### src/design/see_defs.svh
// Constants for the serial EEPROM instruction engine: codes, sizes and timing counts.
// Assumes the includer compiles it once per unit; guarded against double inclusion.
`ifndef SEE_DEFS_SVH
`define SEE_DEFS_SVH

`define SEE_CLK_MHZ 20
`define SEE_WORDS 64
`define SEE_ADDR_W 6
`define SEE_DATA_W 16
`define SEE_CMD_BITS 5'h08
`define SEE_DATA_BITS 5'h10
`define SEE_CNT_W 19

`define SEE_OP_READ 2'h2
`define SEE_OP_WRITE 2'h1
`define SEE_OP_ERASE 2'h3
`define SEE_OP_EXT 2'h0
`define SEE_EXT_ENABLE 2'h3
`define SEE_EXT_DISABLE 2'h0
`define SEE_EXT_ERASE_ALL 2'h2
`define SEE_EXT_WRITE_ALL 2'h1

`define SEE_ERASED_WORD 16'hFFFF
`define SEE_RESET_WORD 16'h0000

`define SEE_WRITE_TIME_US 2000
`define SEE_ERASE_TIME_US 1000
`define SEE_ALL_TIME_US 15000
`define SEE_WRITE_CYC (`SEE_WRITE_TIME_US * `SEE_CLK_MHZ)
`define SEE_ERASE_CYC (`SEE_ERASE_TIME_US * `SEE_CLK_MHZ)
`define SEE_ALL_CYC (`SEE_ALL_TIME_US * `SEE_CLK_MHZ)

`endif

### src/design/see_pkg.sv
// Types for the serial EEPROM instruction engine.
// Assumes see_defs.svh is on the include path.
`include "see_defs.svh"

package see_pkg;

   typedef enum logic [2:0] {
      ST_IDLE = 3'b000,
      ST_CMD = 3'b001,
      ST_DATA = 3'b010,
      ST_READ = 3'b011,
      ST_DONE = 3'b100
   } see_state_t;

   typedef enum logic [2:0] {
      CMD_NONE = 3'b000,
      CMD_READ = 3'b001,
      CMD_WRITE = 3'b010,
      CMD_ERASE = 3'b011,
      CMD_ENABLE = 3'b100,
      CMD_DISABLE = 3'b101,
      CMD_ERASE_ALL = 3'b110,
      CMD_WRITE_ALL = 3'b111
   } see_cmd_t;

   typedef logic [`SEE_CNT_W-1:0] see_count_t;
   typedef logic [`SEE_ADDR_W-1:0] see_addr_t;
   typedef logic [`SEE_DATA_W-1:0] see_word_t;

endpackage : see_pkg

### src/design/see_prog_timer.sv
// Self-timed programming cycle counter.
// Assumes start is a one-cycle pulse and cycles is at least one.
`timescale 1ns/100ps

module see_prog_timer (
   input wire logic ref_clk,
   input wire logic reset_n,
   input wire logic start,
   input wire see_pkg::see_count_t cycles,
   output logic busy,
   output logic done
);
   import see_pkg::*;

   typedef struct packed {
      logic busy;
      see_count_t cnt;
   } see_tmr_t;

   see_tmr_t q;
   see_tmr_t d;

   always_comb begin
      d = q;
      done = q.busy && (q.cnt == '0);
      if (done) begin
         d.busy = 1'b0;
      end else if (q.busy) begin
         d.cnt = q.cnt - see_count_t'(1);
      end
      if (start && !q.busy) begin
         d.busy = 1'b1;
         d.cnt = cycles - see_count_t'(1);
      end
   end

   always_ff @(posedge ref_clk or negedge reset_n) begin
      if (!reset_n) begin
         q <= '0;
      end else begin
         q <= d;
      end
   end

   assign busy = q.busy;

endmodule : see_prog_timer

### src/design/see_engine.sv
// Instruction engine of a 64 x 16 serial EEPROM with self-timed programming.
// Assumes chip_sel, serial_clk and serial_data_in are synchronous to ref_clk and
// that serial_clk is slow enough for each level to be seen on at least one edge.
`timescale 1ns/100ps
`include "see_defs.svh"

// Behaviour
// - Read sends one zero dummy bit, then the sixteen addressed data bits.
// - Dummy bit is driven right after the edge capturing the address lsb.
// - Output floats on the edge after data lsb or when select drops.
// - Output bit holds steady between clock edges while select is high.
// - Read data leaves most significant bit first, descending to bit zero.
// - Word write erases the target word first, then programs new data.
// - Word program runs on internal timing from the last data edge.
// - Single word write with its erase finishes within two milliseconds.
// - Word erase sets the addressed word to ones after its last address bit.
// - Single word erase finishes within one millisecond.
// - Programming starts disabled; erase and write commands ignored until enabled.
// - Enabled erase-all sets whole array to ones after last dummy address bit.
// - Whole array erase finishes within fifteen milliseconds.
// - Write-all programs its word everywhere from last data edge within 15 ms.
// - Write-all has no pre-erase; host precedes it with erase-all, both enabled.
// - Start is the first rising clock with select and data input high; the code ignores it while programming is busy.
// - All bits are captured and launched on rising serial clock edges.
// - Select low resets control logic; a started program cycle still finishes.
// - Reselect during programming drives output low while busy, high when ready.
module see_engine #(
   parameter see_pkg::see_count_t WRITE_CYCLES = see_pkg::see_count_t'(`SEE_WRITE_CYC),
   parameter see_pkg::see_count_t ERASE_CYCLES = see_pkg::see_count_t'(`SEE_ERASE_CYC),
   parameter see_pkg::see_count_t ALL_CYCLES = see_pkg::see_count_t'(`SEE_ALL_CYC)
) (
   input wire logic ref_clk,
   input wire logic reset_n,
   input wire logic chip_sel,
   input wire logic serial_clk,
   input wire logic serial_data_in,
   output logic serial_data_out,
   output logic serial_data_oe
);
   import see_pkg::*;

   typedef struct packed {
      see_state_t state;
      logic [4:0] bit_cnt;
      see_word_t in_shift;
      see_word_t out_shift;
      logic dout;
      logic oe;
      logic enabled;
      logic sclk_prev;
      logic status_arm;
      see_cmd_t prog_cmd;
      see_addr_t prog_addr;
      see_word_t prog_data;
   } see_eng_t;

   see_eng_t q;
   see_eng_t d;
   see_word_t mem [`SEE_WORDS];

   logic sclk_rise;
   logic busy;
   logic done;
   logic prog_start;
   see_count_t prog_cycles;
   see_cmd_t cmd;
   see_addr_t cmd_addr;
   see_word_t in_next;

   // Opcode and top address bits to a command
   function automatic see_cmd_t decode_cmd(input logic [7:0] bits);
      see_cmd_t c;
      c = CMD_NONE;
      case (bits[7:6])
         `SEE_OP_READ: c = CMD_READ;
         `SEE_OP_WRITE: c = CMD_WRITE;
         `SEE_OP_ERASE: c = CMD_ERASE;
         default: begin
            case (bits[5:4])
               `SEE_EXT_ENABLE: c = CMD_ENABLE;
               `SEE_EXT_DISABLE: c = CMD_DISABLE;
               `SEE_EXT_ERASE_ALL: c = CMD_ERASE_ALL;
               default: c = CMD_WRITE_ALL;
            endcase
         end
      endcase
      return c;
   endfunction : decode_cmd

   // Cycle budget of each programming command
   function automatic see_count_t cycles_of(input see_cmd_t c);
      see_count_t n;
      n = ERASE_CYCLES;
      case (c)
         CMD_WRITE: n = WRITE_CYCLES;
         CMD_ERASE: n = ERASE_CYCLES;
         CMD_ERASE_ALL: n = ALL_CYCLES;
         CMD_WRITE_ALL: n = ALL_CYCLES;
         default: n = ERASE_CYCLES;
      endcase
      return n;
   endfunction : cycles_of

   assign sclk_rise = serial_clk && !q.sclk_prev;
   assign in_next = {q.in_shift[14:0], serial_data_in};
   assign cmd = decode_cmd(in_next[7:0]);
   assign cmd_addr = in_next[5:0];

   always_comb begin
      d = q;
      prog_start = 1'b0;
      prog_cycles = cycles_of(q.prog_cmd);
      d.sclk_prev = serial_clk;
      if (!chip_sel) begin
         d.state = ST_IDLE;
         d.bit_cnt = '0;
         d.oe = 1'b0;
         d.dout = 1'b0;
         if (busy) begin
            d.status_arm = 1'b1;
         end
      end else begin
         case (q.state)
            ST_IDLE: begin
               d.oe = q.status_arm;
               d.dout = q.status_arm && !busy;
               if (sclk_rise && serial_data_in && !busy) begin
                  d.state = ST_CMD;
                  d.bit_cnt = '0;
                  d.status_arm = 1'b0;
                  d.oe = 1'b0;
                  d.dout = 1'b0;
               end
            end
            ST_CMD: begin
               if (sclk_rise) begin
                  d.in_shift = in_next;
                  d.bit_cnt = q.bit_cnt + 5'h01;
                  if (q.bit_cnt == `SEE_CMD_BITS - 5'h01) begin
                     d.bit_cnt = '0;
                     d.state = ST_DONE;
                     d.prog_addr = cmd_addr;
                     case (cmd)
                        CMD_READ: begin
                           d.out_shift = mem[cmd_addr];
                           d.dout = 1'b0;
                           d.oe = 1'b1;
                           d.state = ST_READ;
                        end
                        CMD_WRITE, CMD_WRITE_ALL: begin
                           d.state = ST_DATA;
                           d.prog_cmd = cmd;
                        end
                        CMD_ERASE, CMD_ERASE_ALL: begin
                           if (q.enabled) begin
                              d.prog_cmd = cmd;
                              prog_start = 1'b1;
                              prog_cycles = cycles_of(cmd);
                           end
                        end
                        CMD_ENABLE: begin
                           d.enabled = 1'b1;
                        end
                        CMD_DISABLE: begin
                           d.enabled = 1'b0;
                        end
                        default: begin
                           d.state = ST_DONE;
                        end
                     endcase
                  end
               end
            end
            ST_DATA: begin
               if (sclk_rise) begin
                  d.in_shift = in_next;
                  d.bit_cnt = q.bit_cnt + 5'h01;
                  if (q.bit_cnt == `SEE_DATA_BITS - 5'h01) begin
                     d.state = ST_DONE;
                     d.prog_data = in_next;
                     if (q.enabled) begin
                        prog_start = 1'b1;
                        prog_cycles = cycles_of(q.prog_cmd);
                     end
                  end
               end
            end
            ST_READ: begin
               if (sclk_rise) begin
                  if (q.bit_cnt == `SEE_DATA_BITS) begin
                     d.oe = 1'b0;
                     d.dout = 1'b0;
                     d.state = ST_DONE;
                  end else begin
                     d.dout = q.out_shift[15];
                     d.out_shift = {q.out_shift[14:0], 1'b0};
                     d.bit_cnt = q.bit_cnt + 5'h01;
                  end
               end
            end
            ST_DONE: begin
               d.state = ST_DONE;
            end
            default: begin
               d.state = ST_IDLE;
            end
         endcase
      end
   end

   always_ff @(posedge ref_clk or negedge reset_n) begin
      if (!reset_n) begin
         q <= '0;
      end else begin
         q <= d;
      end
   end

   // Array updates: word write pre-erases at start, data lands at the end
   always_ff @(posedge ref_clk) begin
      if (prog_start && d.prog_cmd == CMD_WRITE) begin
         mem[d.prog_addr] <= `SEE_ERASED_WORD;
      end
      if (done) begin
         case (q.prog_cmd)
            CMD_WRITE: mem[q.prog_addr] <= q.prog_data;
            CMD_ERASE: mem[q.prog_addr] <= `SEE_ERASED_WORD;
            CMD_ERASE_ALL: begin
               for (int i = 0; i < `SEE_WORDS; i++) begin
                  mem[i] <= `SEE_ERASED_WORD;
               end
            end
            CMD_WRITE_ALL: begin
               for (int i = 0; i < `SEE_WORDS; i++) begin
                  mem[i] <= mem[i] & q.prog_data;
               end
            end
            default: begin
            end
         endcase
      end
   end

   see_prog_timer u_timer (
      .ref_clk(ref_clk),
      .reset_n(reset_n),
      .start(prog_start),
      .cycles(prog_cycles),
      .busy(busy),
      .done(done)
   );

   assign serial_data_out = q.dout;
   assign serial_data_oe = q.oe;

endmodule : see_engine

### config.mk
export PLATFORM = sky130hd
export DESIGN_NAME = see_engine
export DESIGN_NICKNAME = d
export VERILOG_FILES = /design/src/design/see_pkg.sv /design/src/design/see_prog_timer.sv /design/src/design/see_engine.sv
export VERILOG_INCLUDE_DIRS = /design/src /design/src/design
export SDC_FILE = /design/constraint.sdc
export NUM_CORES = 2
export LEC_CHECK = 0
export BUFFER_PORTS_ARGS = -buffer_cell sky130_fd_sc_hd__clkbuf_2
export CORE_ASPECT_RATIO = 0.9
export CORE_MARGIN = 2
export CORE_UTILIZATION = 65
export CTS_CLUSTER_SIZE = 8
export DETAILED_ROUTE_END_ITERATION = 16
export PLACE_DENSITY_LB_ADDON = 0.1
export SYNTH_ARGS = -nofsm -noshare
export SYNTH_HDL_FRONTEND = slang
export SYNTH_SLANG_ARGS = --single-unit
### constraint.sdc
create_clock -name ref_clk -period 11.1 [get_ports ref_clk]
set_input_delay 0 -clock ref_clk [delete_from_list [all_inputs] [get_ports ref_clk]]
set_output_delay 0 -clock ref_clk [all_outputs]
set_load 0.02 [all_outputs]
After elaboration in Yosys (flattened, before gate mapping). Memory sizes are Yosys's and may differ from the RTL's. Cells that the tools add are included.

Output and inout port bits: 2. Bits in writable memories: 1024. Register bits after elaboration: 89. Memories: 1. Bits of input ports: 5. Word-level logic and storage cells: 369.

Bitwise operators: 129. $add $sub $neg: 3. Reduce and logical (&&, ||, !) cells: 34. Equality and inequality tests: 44. Muxes and demuxes: 144.

Memories: mem (depth 64, width 16, read ports 65, clocked after Yosys merged registers in 0, wr ports 64, RTL line see_engine.sv:59) `` see_word_t mem [`SEE_WORDS]; ``.

Operators with widths (count): 16-bit 2-to-1 mux (71); 16-bit AND (64); 19-bit 2-to-1 mux (9); 19-bit case mux with 2 select lines (2); 1-bit bitwise OR (65); 43-bit 2-to-1 mux (1); 19-bit by 1-bit subtractor with 19-bit output (second input constant) (2); 18-bit 2-to-1 mux (2); 8-bit 2-to-1 mux (4); 16-bit case mux with 2 select lines (1); 16-bit OR reduction (2); 1-bit 2-to-1 mux (30); 15-bit case mux with 2 select lines (1); 9-bit 2-to-1 mux (3); 25-bit 2-to-1 mux (1); 24-bit 2-to-1 mux (1); 3-bit inequality test (second input constant) (8); 3-bit by 2-bit == test with 1-bit output (second input constant) (7); 3-bit == test (second input constant) (7); 20-bit 2-to-1 mux (1); 5-bit case mux with 4 select lines (1); 19-bit logical NOT (1); 3-bit case mux with 5 select lines (1); 7-bit AND reduction (2); 31 further kinds (67).

Longest topological paths before layout.
Depth in word-level cells: 15. Depth in mapped cells: 15. Mapped depth without buffers: 13.

Cells and area by module. Synthesis repeated with hierarchy kept, for this count alone.

Cells, all modules: 4870. Area total of the unflattened synthesis: 56309.0 um2.

By module, submodules not included: see_engine (area each 54446.0 um2, times used 1, seq. area each 32476.1 um2, cells an instance 4639); see_prog_timer (area each 1863.0 um2, times used 1, seq. area each 500.5 um2, cells an instance 231).

Worst setup path after synthesis. OpenSTA, ideal clock, no wires.

Path type: reg-to-reg. Start point: register q[62] in the netlist's numbering. End point: memory mem[46][0] in the netlist's numbering (enable). Arrival time: 3.932 ns. Setup time: 0.416 ns. Period minus slack after synthesis: 4.348 ns. Buffers on the path: 3. Setup slack: 6.752 ns. Required time: 10.684 ns. Cell stages (with the launch flop): 11. Cell sequence: dfrtp_1 -> ha_1 -> nand4bb_1 -> buf_2 -> or4_4 -> a211o_1 -> o2bb2ai_1 -> or4b_1 -> buf_6 -> buf_6 -> o32ai_1.

RTL lines: start, declared (RTL line see_engine.sv:57) `see_eng_t q;`; start signal, assigned (RTL line see_engine.sv:213) `q <= '0;`; start signal, assigned (RTL line see_engine.sv:215) `q <= d;`; end, declared (RTL line see_engine.sv:59).

==> key figures <==
Logic synthesis
  – Top_reg_cell synth: sky130_fd_sc_hd__edfxtp_1
  – FF+latch count, synth: 1,113
  – Synth Cell Area: 0.0555 mm^2
  – Number of nets in the synthesized netlist: 4,393
  – Syn_area_per_cell: 12.7 um^2
  – Proportion of synthesized flip-flops having asynchronous set or reset: 0.0800
  – Cell types with the largest area share after synthesis: sky130_fd_sc_hd__edfxtp_1 55%, sky130_fd_sc_hd__mux4_2 9.4%, sky130_fd_sc_hd__o22a_1 7.6%
  – Seq/Total Area, Yosys: 0.595
  – Fraction of synthesized cell area taken by the top area cell type: 0.554
  – Number of distinct library cells after synthesis: 61
  – Count of flip-flops with a built-in enable after synthesis: 1,024
  – Count of warnings emitted by yosys: 0
  – Most area-hungry cell type in the Yosys netlist: sky130_fd_sc_hd__edfxtp_1
  – Synth Instances: 4,382

Clocking
  – Insertion delay of the later-clocked pin in the worst-skew pair: 0.76 ns
  – Post-CTS Setup Bufs: 0
  – H-tree depth reported by CTS: 4
  – TritonCTS Sinks: 1,113
  – Clk root buf: sky130_fd_sc_hd__clkbuf_16
  – Clock tree from TritonCTS: built
  – Post-CTS clock slew at the launch and capture registers of the worst setup and hold paths: 0.05 ns
  – Inserted Clock Buffers: 157
  – Largest buffer count on any clock path: 3

Setup path
  – Category of the most critical setup path: reg -> reg
  – Sort of element at the start of the critical path: flop
  – Critical path's top delay family: simple AND/OR/NAND/NOR gates
  – Critical path data arrival time: 5.71 ns
  – Critical path fanouts, max: 275
  – Combined buffer and inverter count along the critical path: 2
  – Cell depth of the worst flop-to-flop path: 8
  – Ordered list of cells on the worst path: nor4_1 -> and4_1 -> and3_2 -> nand2_4 -> buf_4 -> buf_12 -> o21ai_0 -> nand2_1
  – Flop-to-flop setup slack: 5.89 ns
  – FF-to-FF End: mem[11][1]$_DFFE_PP_
  – Critical path's largest stage delay: 0.88 ns
  – Crit path capture type: flop
  – Beginning of the worst register-to-register path: u_timer.q[10]$_DFFE_PN0P_
  – Cell at the slowest stage of the critical path: sky130_fd_sc_hd__and3_2
  – Data required time at the worst endpoint: 11.60 ns

Timing
  – Setup violators final: 0
  – Highest Clock Rate: 0.192 GHz
  – Setup total negative slack: 0 ns
  – Clock tree skew after final layout: 0.0302 ns
  – Worst max-slew margin expressed relative to the limit: 0.0922
  – Actual slew at the worst max-slew pin: 1.35 ns
  – Clock period minus worst slack: 5.21 ns
  – Share of the clock period used by the worst path after layout: 0.469
  – Final Hold Fails: 0
  – RSZ-0062 raised after global routing: no
  – Final Slew Violations: 0

Route
  – Total via count after detailed routing: 40,300
  – Detailed-routing iteration count for the pre-antenna-repair pass: 11
  – Detailed-route wire length per cell: 30.3 um
  – Remaining DRCs: 0
  – DRC marker count from the first detailed-route iteration: 6,515
  – WL final: 164,000 um
  – Via density per instance: 7.43
  – Antenna-violating nets left: 0

Final layout
  – Syn-to-layout area delta: 10.3%
  – Count of placed standard cells in the final layout, fillers left out: 5,417
  – Share of final-layout standard cells stronger than drive strength 1: 0.159
  – Fraction of the core area covered by cells at the end of the flow: 0.724
  – Most frequent cells in the layout: 1,024 x sky130_fd_sc_hd__edfxtp_1, 610 x sky130_fd_sc_hd__nand2_1, 594 x sky130_fd_sc_hd__o21ai_0, 482 x sky130_fd_sc_hd__o22a_1, 232 x sky130_fd_sc_hd__mux4_2
  – Final layout net count: 4,243
  – Leading cell type in the layout, fill and taps excluded: sky130_fd_sc_hd__edfxtp_1

Floorplanning
  – Core region area: 0.0844 mm^2
  – Die Span X: 312 um
  – Initial cell density of the core: 0.657
  – Die height: 281 um
  – Core Rows: 101
  – Area enclosed by the die boundary: 0.0877 mm^2
  – Top-level I/O count: 7

Min path
  – Hold-critical path endpoint: q[69]$_DFFE_PN0P_
  – Beginning of the worst hold path: chip_sel
  – Tightest Hold Check Type: in -> reg
  – Hold Path Cell Cnt: 3

Place
  – Number of placed instances with taps included: 5,199
  – Number of buffers inserted by port buffering: 6
  – Final weighted congestion in routability-driven placement: 0.994
  – HPWL reported at the end of detailed placement: 95,300 um

GRT
  – Largest net degree at the start of global routing: 276
  – GRT Resource Usage Total: 0.378
  – First-pass GRT wire length: 248,000 um
  – Initial antenna violation count: 2
  – Overflow left after global routing: 0
  – Number of global-route vias before repair: 38,900

Run
  – Maxcap violations: 0

Power and ir drop
  – Sw Ratio: 0.201
  – Proportion of power drawn by flip-flops and latches: 0.507
  – Power density over the cells: 146 mW/mm^2
  – Internal Dissipation: 7.12 mW
  – Highest ir drop seen on vdd: 0.141 mV
  – Combinational fraction of design power: 0.009
  – Share of total power in the clock network: 0.483
  – Switching Power: 1.79 mW
  – Leakage power: 21.0 nW

Outcome
  – Result of the run: complete, no violations
cell usage after synthesis (all sizes together) (12+ instances only):
master / number
o21ai: 596
nand2b: 14
and3: 12
mux2i: 159
mux4: 232
o32ai: 64
nand3: 60
nor2: 184
a21oi: 119
buf: 66
a22oi: 67
mux2: 17
nor2b: 15
and2: 12
clkbuf: 396
edfxtp: 1024
o22a: 482
nand2: 611
nor3: 26
dfrtp: 89
flip-flops by register name, indices dropped and copies added (netlist names):
name	flops
cmd_addr	5
in_next	10
mem	1024
q	52
serial_data_oe	1
serial_data_out	1
u_timer.busy	1
u_timer.q	19
cell families after synthesis:
group | Yosys count | synth area share
compound gates | 1385 | 0.168
xor+xnor | 15 | 0.00237
fa+ha+maj | 6 | 0.00135
buf+inv | 474 | 0.0337
flops | 1113 | 0.595
mux | 408 | 0.126
simple gates | 981 | 0.0736
how the worst max path moves through the flow:
stage / cells past startpoint / slack, ns / endpoint / startpoint
floorplan: 10 / 6.75 / mem[46][0]$_DFFE_PP_ / q[62]$_DFFE_PN0P_
global placement: 8 / 6.26 / mem[21][2]$_DFFE_PP_ / u_timer.q[10]$_DFFE_PN0P_
detailed placement: 8 / 6.16 / mem[29][6]$_DFFE_PP_ / u_timer.q[10]$_DFFE_PN0P_
CTS: 8 / 6.14 / mem[29][6]$_DFFE_PP_ / u_timer.q[10]$_DFFE_PN0P_
global route: 8 / 5.73 / mem[21][14]$_DFFE_PP_ / u_timer.q[10]$_DFFE_PN0P_
finish: 8 / 5.89 / mem[11][1]$_DFFE_PP_ / u_timer.q[10]$_DFFE_PN0P_
metal layers:
layer / track usage / vias to the layer above / routed length (um)
met5: 0 / - / 23
met4: 0.165 / 4 / 7620
met3: 0.0972 / 484 / 21600
met2: 0.554 / 2948 / 72800
met1: 0.541 / 20100 / 62200
li1: - / 16800 / -
power by group through the flow:
| stage | logic, mW | clock network (mW) | registers (mW) |
|---|---|---|---|
| 5_1_grt | 0.0898 | 4.47 | 4.52 |
| 3_5_place_dp | 0.0817 | 0 | 4.60 |
| 3_3_place_gp | 0.0818 | 0 | 4.60 |
| 6_report | 0.0831 | 4.31 | 4.52 |
| 2_1_floorplan | 0.0600 | 0 | 4.60 |
| 4_1_cts | 0.0845 | 4.31 | 4.52 |
tightest hold or removal path, stage by stage:
cell and delay [ns]:
sky130_fd_sc_hd__dlygate4sd3_1 0.53, sky130_fd_sc_hd__clkbuf_2 0.19, sky130_fd_sc_hd__and2_1 0.14
per-stage QoR:
stage          setup slack, ns  area [um^2]  total power, mW  hold WS, ns
6_report                  5.89        61200             8.91        0.154
4_1_cts                   6.14        61200             8.92        0.117
2_1_floorplan             6.75        55500             4.66       -0.296
5_1_grt                   5.73        61200             9.08        0.170
3_3_place_gp              6.26        56800             4.68      -0.0149
3_5_place_dp              6.16        56800             4.68      -0.0169
area by class of cell:
| type | count | area (um^2) |
|---|---|---|
| Timing Repair Buffer | 153 | 1240 |
| Sequential cell | 1113 | 33000 |
| Fill cell | 5690 | 23300 |
| Tap cell | 1133 | 1420 |
| Inverter | 12 | 45.0 |
| Clock buffer | 201 | 4140 |
| Multi-Input combinational cell | 2795 | 21200 |
| Antenna cell | 1 | 2.50 |
| Clock inverter | 9 | 90.1 |
repair_timing:
item	4_1_cts	5_1_grt
hold buffers	7	0
setup endpoints to repair	0	0
endpoints found under the hold margin	102	0
gates resized for setup	0	0
(Power assumes the default switching activity.)
